**config.mk**
```make
export PLATFORM = sky130hd
export DESIGN_NAME = bsnvm_top
export DESIGN_NICKNAME = d
export VERILOG_FILES = /design/src/logic/bsnvm_pkg.sv /design/src/logic/bsnvm_top.sv
export SDC_FILE = /design/constraint.sdc
export NUM_CORES = 1
export LEC_CHECK = 0
export BUFFER_PORTS_ARGS = -buffer_cell sky130_fd_sc_hd__buf_4
export CORE_MARGIN = 2
export CORE_UTILIZATION = 30
export DETAILED_ROUTE_END_ITERATION = 12
export GPL_TIMING_DRIVEN = 0
export HOLD_SLACK_MARGIN = 0.15
export PLACE_DENSITY_LB_ADDON = 0.05
export SLEW_MARGIN = 25
export SYNTH_ARGS = -nofsm -noshare
export SYNTH_HDL_FRONTEND = slang
export SYNTH_SLANG_ARGS = --single-unit
```
**constraint.sdc**
```tcl
create_clock -name i_clk -period 7.8 [get_ports i_clk]
set_clock_uncertainty 0.15 [all_clocks]
set_input_delay 1.56 -clock i_clk [delete_from_list [all_inputs] [get_ports i_clk]]
set_output_delay 1.56 -clock i_clk [all_outputs]
set_load 0.02 [all_outputs]
```
**src/logic/bsnvm_pkg.sv**
```systemverilog
package bsnvm_pkg;

    // ------------------------------------------------------------
    // register map (byte offsets scaled from word indices)
    // ------------------------------------------------------------
    localparam logic [7:0] SEL_IDX      = 8'h0E;
    localparam logic [7:0] STC_IDX      = 8'h0F;
    localparam logic [9:0] SEL_ADDR     = 10'h038;
    localparam logic [9:0] STC_ADDR     = 10'h03C;

    // ------------------------------------------------------------
    // status/control bit positions
    // ------------------------------------------------------------
    localparam int COLZ_BIT   = 0;
    localparam int PGM_BIT    = 2;
    localparam int BYTE_BIT   = 3;
    localparam int BULK_BIT   = 4;
    localparam int PEN_BIT    = 5;
    localparam int PCLK_BIT   = 6;
    localparam int DATA_BIT   = 7;

    // ------------------------------------------------------------
    // reset values and geometry
    // ------------------------------------------------------------
    localparam logic [7:0]   SEL_RST     = 8'h00;
    localparam int           ROWS        = 16;
    localparam int           COLS        = 8;
    localparam logic [127:0] ARRAY_RST   = 128'h0;

    // ------------------------------------------------------------
    // timing
    // ------------------------------------------------------------
    localparam int CLK_MHZ        = 250;
    localparam int PUMP_START_NS  = 1000;
    localparam int PROGRAM_NS     = 4000;
    localparam int PUMP_START_CYC = (PUMP_START_NS * CLK_MHZ + 999) / 1000;
    localparam int PROGRAM_CYC    = (PROGRAM_NS * CLK_MHZ + 999) / 1000;

    typedef enum logic [1:0] {
        PUMP_OFF   = 2'b00,
        PUMP_START = 2'b01,
        PUMP_RUN   = 2'b10
    } bsnvm_pump_t;

    typedef struct packed {
        logic [7:0] sel;
        logic       pump_clock_select;
        logic       pump_enable;
        logic       row_erase;
        logic       cell_program;
        logic       array_erase;
    } bsnvm_ctl_t;

    typedef struct packed {
        bsnvm_ctl_t   ctl;
        logic [127:0] cells;
        bsnvm_pump_t  pump;
        logic [15:0]  pcnt;
        logic [15:0]  wcnt;
        logic         ack;
        logic [31:0]  rdat;
        logic         ready;
        logic         busy;
        logic         data;
    } bsnvm_state_t;

endpackage

```
**src/logic/bsnvm_top.sv**
```systemverilog
// Our own choice: register access over Wishbone.
`timescale 1ns/1ps
// Function
// - sixteen rows, eight columns, one sense amplifier
// - select bits 6:3 row, 2:0 column
// - select bit 7 spare storage, reset clears
// - select register reads back last write
// - status bit 1 reads zero
// - reset: column flag set, data shows bit 0
// - column flag tracks column zero selection
// - increment past column seven enters next row
// - pump clock select bit, bus or ring
// - pump starts with enable plus program/erase
// - pump runs until all four bits clear
// - data bit follows sense, valid when idle
// - program writes one into selected cell
// - row erase clears selected row
// - bulk erase clears entire array
// - row plus bulk erase means bulk
module bsnvm_top #(
    parameter int            PUMP_CYC = bsnvm_pkg::PUMP_START_CYC,
    parameter int            PGM_CYC  = bsnvm_pkg::PROGRAM_CYC,
    parameter logic [127:0]  INIT     = bsnvm_pkg::ARRAY_RST
) (
    input  wire logic        i_clk,
    input  wire logic        i_rst_b,
    input  wire logic        i_wb_cyc,
    input  wire logic        i_wb_stb,
    input  wire logic        i_wb_we,
    input  wire logic [9:0]  i_wb_adr,
    input  wire logic [3:0]  i_wb_sel,
    input  wire logic [31:0] i_wb_dat,
    output logic [31:0]      o_wb_dat,
    output logic             o_wb_ack,
    output logic             o_pump_ready,
    output logic             o_pump_clock_select,
    output logic             o_write_busy
);

    // ------------------------------------------------------------
    // state
    // ------------------------------------------------------------
    bsnvm_pkg::bsnvm_state_t st_r;
    bsnvm_pkg::bsnvm_state_t st_nxt;
    logic                    init_done_r;

    // ------------------------------------------------------------
    // select decoding
    // ------------------------------------------------------------
    // row number from the select value
    function automatic logic [3:0] row_of(
        input logic [7:0] sel
    );
        row_of = sel[6:3];
    endfunction

    // column number from the select value
    function automatic logic [2:0] col_of(
        input logic [7:0] sel
    );
        col_of = sel[2:0];
    endfunction

    // array cell addressed by the select value, bit 7 ignored
    function automatic logic [6:0] cell_idx(
        input logic [7:0] sel
    );
        cell_idx = {row_of(sel), col_of(sel)};
    endfunction

    // column zero of any row selected
    function automatic logic col_zero(
        input logic [7:0] sel
    );
        col_zero = (col_of(sel) == 3'h0);
    endfunction

    // ------------------------------------------------------------
    // control decoding
    // ------------------------------------------------------------
    // any program or erase request
    function automatic logic any_op(
        input bsnvm_pkg::bsnvm_ctl_t c
    );
        any_op = c.cell_program | c.row_erase | c.array_erase;
    endfunction

    // any of the four control bits set
    function automatic logic any_ctl(
        input bsnvm_pkg::bsnvm_ctl_t c
    );
        any_ctl = c.pump_enable | any_op(c);
    endfunction

    // all four control bits clear: the pump may stop
    function automatic logic pump_idle(
        input bsnvm_pkg::bsnvm_ctl_t c
    );
        pump_idle = ~any_ctl(c);
    endfunction

    // pump has run for its whole startup time
    function automatic logic start_done(
        input logic [15:0] n
    );
        start_done = (n >= 16'(PUMP_CYC - 1));
    endfunction

    // cells have seen the voltage for the whole programming time
    function automatic logic hold_done(
        input logic [15:0] n
    );
        hold_done = (n >= 16'(PGM_CYC - 1));
    endfunction

    // control bits taken from a written status byte
    function automatic bsnvm_pkg::bsnvm_ctl_t ctl_write(
        input bsnvm_pkg::bsnvm_ctl_t c,
        input logic [7:0]            b
    );
        bsnvm_pkg::bsnvm_ctl_t n;
        n                   = c;
        n.pump_clock_select = b[bsnvm_pkg::PCLK_BIT];
        n.pump_enable       = b[bsnvm_pkg::PEN_BIT];
        n.array_erase       = b[bsnvm_pkg::BULK_BIT];
        n.row_erase         = b[bsnvm_pkg::BYTE_BIT];
        n.cell_program      = b[bsnvm_pkg::PGM_BIT];
        ctl_write           = n;
    endfunction

    // status/control read value
    function automatic logic [7:0] stc_read(
        input bsnvm_pkg::bsnvm_state_t s
    );
        logic [7:0] v;
        v                      = 8'h00;
        v[bsnvm_pkg::DATA_BIT] = s.data;
        v[bsnvm_pkg::PCLK_BIT] = s.ctl.pump_clock_select;
        v[bsnvm_pkg::PEN_BIT]  = s.ctl.pump_enable;
        v[bsnvm_pkg::BULK_BIT] = s.ctl.array_erase;
        v[bsnvm_pkg::BYTE_BIT] = s.ctl.row_erase;
        v[bsnvm_pkg::PGM_BIT]  = s.ctl.cell_program;
        v[bsnvm_pkg::COLZ_BIT] = col_zero(s.ctl.sel);
        stc_read               = v;
    endfunction

    // read value of the addressed register, zero when unmapped
    function automatic logic [31:0] bus_read(
        input bsnvm_pkg::bsnvm_state_t s,
        input logic                    a_sel,
        input logic                    a_stc
    );
        if (a_sel) begin
            bus_read = {24'h000000, s.ctl.sel};
        end else if (a_stc) begin
            bus_read = {24'h000000, stc_read(s)};
        end else begin
            bus_read = 32'h00000000;
        end
    endfunction

    // ------------------------------------------------------------
    // array operations
    // ------------------------------------------------------------
    // clear the eight cells of one row
    function automatic logic [127:0] row_clear(
        input logic [127:0] m,
        input logic [3:0]   r
    );
        logic [127:0] n;
        n = m;
        for (int c = 0; c < bsnvm_pkg::COLS; c++) begin
            n[{r, 3'(c)}] = 1'b0;
        end
        row_clear = n;
    endfunction

    // set one cell
    function automatic logic [127:0] cell_set(
        input logic [127:0] m,
        input logic [6:0]   i
    );
        logic [127:0] n;
        n        = m;
        n[i]     = 1'b1;
        cell_set = n;
    endfunction

    // sense amplifier output, held low while voltage may be applied
    function automatic logic sense(
        input logic [127:0]          m,
        input bsnvm_pkg::bsnvm_ctl_t c
    );
        if (any_ctl(c)) begin
            sense = 1'b0;
        end else begin
            sense = m[cell_idx(c.sel)];
        end
    endfunction

    // ------------------------------------------------------------
    // bus decode
    // ------------------------------------------------------------
    logic       req;
    logic       hit_sel;
    logic       hit_stc;
    logic       wr_en;
    logic       wr_sel;
    logic       wr_stc;
    logic [7:0] wbyte;
    logic [3:0] row;

    assign req     = i_wb_cyc & i_wb_stb & ~st_r.ack;
    assign hit_sel = (i_wb_adr == bsnvm_pkg::SEL_ADDR);
    assign hit_stc = (i_wb_adr == bsnvm_pkg::STC_ADDR);
    assign wr_en   = req & i_wb_we & i_wb_sel[0];
    assign wr_sel  = wr_en & hit_sel;
    assign wr_stc  = wr_en & hit_stc;
    assign wbyte   = i_wb_dat[7:0];
    assign row     = row_of(st_r.ctl.sel);

    // ------------------------------------------------------------
    // next state
    // ------------------------------------------------------------
    always_comb begin
        st_nxt     = st_r;
        st_nxt.ack = req;
        if (req) begin
            st_nxt.rdat = bus_read(st_r, hit_sel, hit_stc);
        end

        // --------------------------------------------------------
        // register writes
        // --------------------------------------------------------
        if (wr_sel) begin
            st_nxt.ctl.sel = wbyte;
        end
        if (wr_stc) begin
            st_nxt.ctl = ctl_write(st_nxt.ctl, wbyte);
        end

        // --------------------------------------------------------
        // pump sequencing
        // --------------------------------------------------------
        case (st_r.pump)
            bsnvm_pkg::PUMP_OFF: begin
                st_nxt.pcnt = 16'h0000;
                if (st_r.ctl.pump_enable && any_op(st_r.ctl)) begin
                    st_nxt.pump = bsnvm_pkg::PUMP_START;
                end
            end
            bsnvm_pkg::PUMP_START: begin
                st_nxt.pcnt = st_r.pcnt + 16'h0001;
                if (pump_idle(st_r.ctl)) begin
                    st_nxt.pump = bsnvm_pkg::PUMP_OFF;
                end else if (start_done(st_r.pcnt)) begin
                    st_nxt.pump = bsnvm_pkg::PUMP_RUN;
                end
            end
            bsnvm_pkg::PUMP_RUN: begin
                if (pump_idle(st_r.ctl)) begin
                    st_nxt.pump = bsnvm_pkg::PUMP_OFF;
                end
            end
            default: begin
                st_nxt.pump = bsnvm_pkg::PUMP_OFF;
            end
        endcase
        st_nxt.ready = (st_nxt.pump == bsnvm_pkg::PUMP_RUN);

        // --------------------------------------------------------
        // cell writing while voltage is present
        // --------------------------------------------------------
        st_nxt.busy = 1'b0;
        if (st_r.pump == bsnvm_pkg::PUMP_RUN && any_op(st_r.ctl)) begin
            st_nxt.busy = 1'b1;
            if (hold_done(st_r.wcnt)) begin
                if (st_r.ctl.array_erase) begin
                    st_nxt.cells = 128'h0;
                end else if (st_r.ctl.row_erase) begin
                    st_nxt.cells = row_clear(st_r.cells, row);
                end else begin
                    st_nxt.cells = cell_set(st_r.cells, cell_idx(st_r.ctl.sel));
                end
            end else begin
                st_nxt.wcnt = st_r.wcnt + 16'h0001;
            end
        end else begin
            st_nxt.wcnt = 16'h0000;
        end

        // --------------------------------------------------------
        // sense amplifier
        // --------------------------------------------------------
        st_nxt.data = sense(st_nxt.cells, st_nxt.ctl);
    end

    // ------------------------------------------------------------
    // registers
    // ------------------------------------------------------------
    always_ff @(posedge i_clk) begin
        if (!i_rst_b) begin
            st_r.ctl.sel               <= bsnvm_pkg::SEL_RST;
            st_r.ctl.pump_clock_select <= 1'b0;
            st_r.ctl.pump_enable       <= 1'b0;
            st_r.ctl.row_erase         <= 1'b0;
            st_r.ctl.cell_program      <= 1'b0;
            st_r.ctl.array_erase       <= 1'b0;
            st_r.pump                  <= bsnvm_pkg::PUMP_OFF;
            st_r.pcnt                  <= 16'h0000;
            st_r.wcnt                  <= 16'h0000;
            st_r.ack                   <= 1'b0;
            st_r.rdat                  <= 32'h00000000;
            st_r.ready                 <= 1'b0;
            st_r.busy                  <= 1'b0;
            if (init_done_r) begin
                st_r.cells <= st_r.cells;
                st_r.data  <= st_r.cells[0];
            end else begin
                st_r.cells <= INIT;
                st_r.data  <= INIT[0];
            end
        end else begin
            st_r <= st_nxt;
        end
    end

    // ------------------------------------------------------------
    // first reset loads the array contents, later ones keep them
    // ------------------------------------------------------------
    always_ff @(posedge i_clk) begin
        init_done_r <= init_done_r | ~i_rst_b;
    end

    // ------------------------------------------------------------
    // outputs
    // ------------------------------------------------------------
    assign o_wb_dat            = st_r.rdat;
    assign o_wb_ack            = st_r.ack;
    assign o_pump_ready        = st_r.ready;
    assign o_pump_clock_select = st_r.ctl.pump_clock_select;
    assign o_write_busy        = st_r.busy;

endmodule
```
==> impl_metrics.tcl <==
set metrics [dict create \
    ys_ff_latch 188 \
    final_common_cell "nor2_1" \
    grt_max_degree 45 \
    required_ps 8020 \
    tns_ps 0 \
    syn2layout_area_growth_pct 16.7 \
    grt_pass1_vias 8145 \
    power_leakage_nw 4.37 \
    ys_seq_area_share_pct 49.8 \
    htreeDepth 4 \
    path_max_fanout 10 \
    drt_iter0_markers 617 \
    regArea_mm2 0.00504 \
    rsz0062_at_grt "false" \
    path_delay_family "simple AND/OR/NAND/NOR gates" \
    total_power_w 0.00217 \
    core_area_mm2 0.0334 \
    io_buffer_count 34 \
    path_clk_slew_ps 70 \
    vias_per_cell 5.28 \
    synth_edf_count 128 \
    root_buffer "clkbuf_16" \
    multi_input_area_mm2 0.00471 \
    period_share_pct 74.7 \
    grt_usage_pct 21.0 \
    cts_hold_buf 0 \
    hp-class "flop to flop" \
    cp_data_arrival_time_ps 6050 \
    placed_cell_area_mm2 0.0112 \
    syn_area_mm2 0.0101 \
    synthArstFlopShare_pct 0 \
    n_antenna_cell 0 \
    powerDensity_mw_per_mm2 184 \
    fillers 3516 \
    final_nets 1207 \
    final_cell_area_mm2 0.0118 \
    critPathKind "primary input to flop" \
    fmax_mhz 172 \
    ys.flop_type "edfxtp_1" \
    grt_antenna_before_repair 0 \
    max-vdd-ir-drop_mv 0.154 \
    setup_ws_ps 1980 \
    start_kind "primary input" \
    ys_warn_count 0 \
    path_common_cell "or4_4" \
    io_pins 87 \
    die_x_um 188 \
    cts.repair.resized 0 \
    cts_inserted_buffers 17 \
    cp_cell_sequence "buf_4, or4_4, or4_4, nor2_4, buf_6, mux2i_2, buf_2, nand3_1, nand4_1, a21oi_1, o211ai_1, nor4bb_1, o221a_1" \
    grt_overflow 0 \
    hpwl_um 25400 \
    end_kind "flop" \
    drv_cap 0 \
    r2r-start "st_r[36]" \
    dp_worst_setup_slack_ps 1480 \
    drive_gt1_share_pct 14.5 \
    synth_cell_type_count 78 \
    most-common-layout-cells "nor2_1 (213), a21oi_1 (128), edfxtp_1 (128)" \
    netlist_instances 1068 \
    cpPeakStageDelay_ps 830 \
    status "complete, no violations" \
    hold_viol 0 \
    dr.pass1.iters 5 \
    fin_crit_ps 5820 \
    dieArea_mm2 0.0353 \
    tritoncts "built" \
    syn_area_per_cell_um2 9.49 \
    relSlewSlack_pct 25.6 \
    ant_nets 0 \
    gp_congestion 0.859 \
    rows 67 \
    wl_per_cell_um 22.8 \
    initial_utilization_pct 30.4 \
    fin_cells 1612 \
    setup_violations 0 \
    crit_path_start "i_wb_adr[7]" \
    route.detailed.drc 0 \
    cts.sinks 188 \
    placed_cells 1581 \
    post_cts_buffers 0 \
    report.final.slew_viol_count 0 \
    clk_latency_ps 450 \
    vias 8517 \
    tightest_slew_ps 1120 \
    timing.critical_path.buf_inv 3 \
    drt-total-wl_um 36700 \
    grt_pass1_wl_um 55000 \
    clockBufferDepth 2 \
    cpMaxStageDelayCell "mux2i_2" \
    min_from "st_r[49]" \
    die_h_um 188 \
]
-- cells in the mapped netlist, types with 11 or more instances --
library cell / count / area share (%)
a22oi_1: 28 / 2.1
mux2i_1: 31 / 3.1
nand2_1: 72 / 2.7
clkbuf_1: 38 / 1.4
a211oi_1: 12 / 0.89
nand2b_1: 11 / 0.68
xor2_1: 15 / 1.3
and3_1: 26 / 1.6
buf_4: 36 / 2.7
nand4_1: 14 / 0.86
a21oi_1: 128 / 6.3
nand3_1: 19 / 0.94
dfxtp_1: 60 / 12
o21ai_0: 24 / 1.2
nor2_1: 214 / 7.9
nor3_1: 23 / 1.1
edfxtp_1: 128 / 38
-- kinds of logic (layout without fill, tap and decap cells) --
| kind of cell | Yosys count | after routing | share of synthesized area (%) |
|---|---|---|---|
| other | 1 | 24 | 0.0370 |
| AND/OR/NAND/NOR | 430 | 430 | 19.6 |
| adder cells (fa/ha/maj) | 4 | 4 | 0.494 |
| buffers and inverters | 100 | 173 | 5.54 |
| AO/OA/AOI/OAI | 281 | 281 | 18.1 |
| flip-flops | 188 | 188 | 49.8 |
| XOR/XNOR | 19 | 19 | 1.64 |
| multiplexers | 45 | 45 | 4.90 |
-- final timing paths --
kind / endpoint / slack, ps / depth (start not counted)
max: st_r[0] / 1980 / 13
min: st_r[49] / 330 / 1
max reg2reg: st_r[0] / 2660 / 11
min reg2reg: st_r[49] / 330 / 1
-- where the power goes --
part	switching, W	internal, W
registers	0.0000123	0.00111
clock network	0.000407	0.000497
logic	0.0000924	0.0000534
-- sequential cells by signal (all words and copies together), names as in the netlist --
register / flops
o_write_busy: 1
o_wb_ack: 1
o_pump_clock_select: 1
init_done_r: 1
o_pump_ready: 1
o_wb_dat: 8
st_r: 171
row: 4
-- worst register-to-register path: stages (launching register included) --
cell       delay [ps]
dfxtp_1           360
ha_1              260
a211o_1           160
nand4_1           560
a2111oi_4        1020
clkbuf_1          780
a21oi_1           230
o22ai_1           170
o31ai_1           100
o211ai_1          420
nor4bb_1          530
o221a_1           330
-- final cells by class --
class / count / area share [%]
clock buffers: 17 / 3.60
multi-input cells: 803 / 39.8
repair buffers: 42 / 3.12
clock inverters: 14 / 1.30
plain buffers: 89 / 4.40
well taps: 448 / 4.74
flip-flops and latches: 188 / 42.7
inverters: 11 / 0.349
-- stage by stage --
step / hold slack [ps] / util [%]
final: 333 / 35.4
after detailed placement: 319 / 33.7
after floorplan: 284 / -
after CTS: 333 / 35.4
after global placement: 312 / 33.1
after global routing: 344 / 35.4
-- per-layer routing --
layer | GRT usage, % | vias to the layer above | share of wire [%]
li1 | - | 4030 | -
met1 | 30.0 | 4226 | 49
met2 | 32.9 | 233 | 46
met3 | 3.63 | 28 | 4.3
met4 | 5.24 | 0 | 1.5
met5 | 0 | - | 0
(Power assumes the default switching activity.)
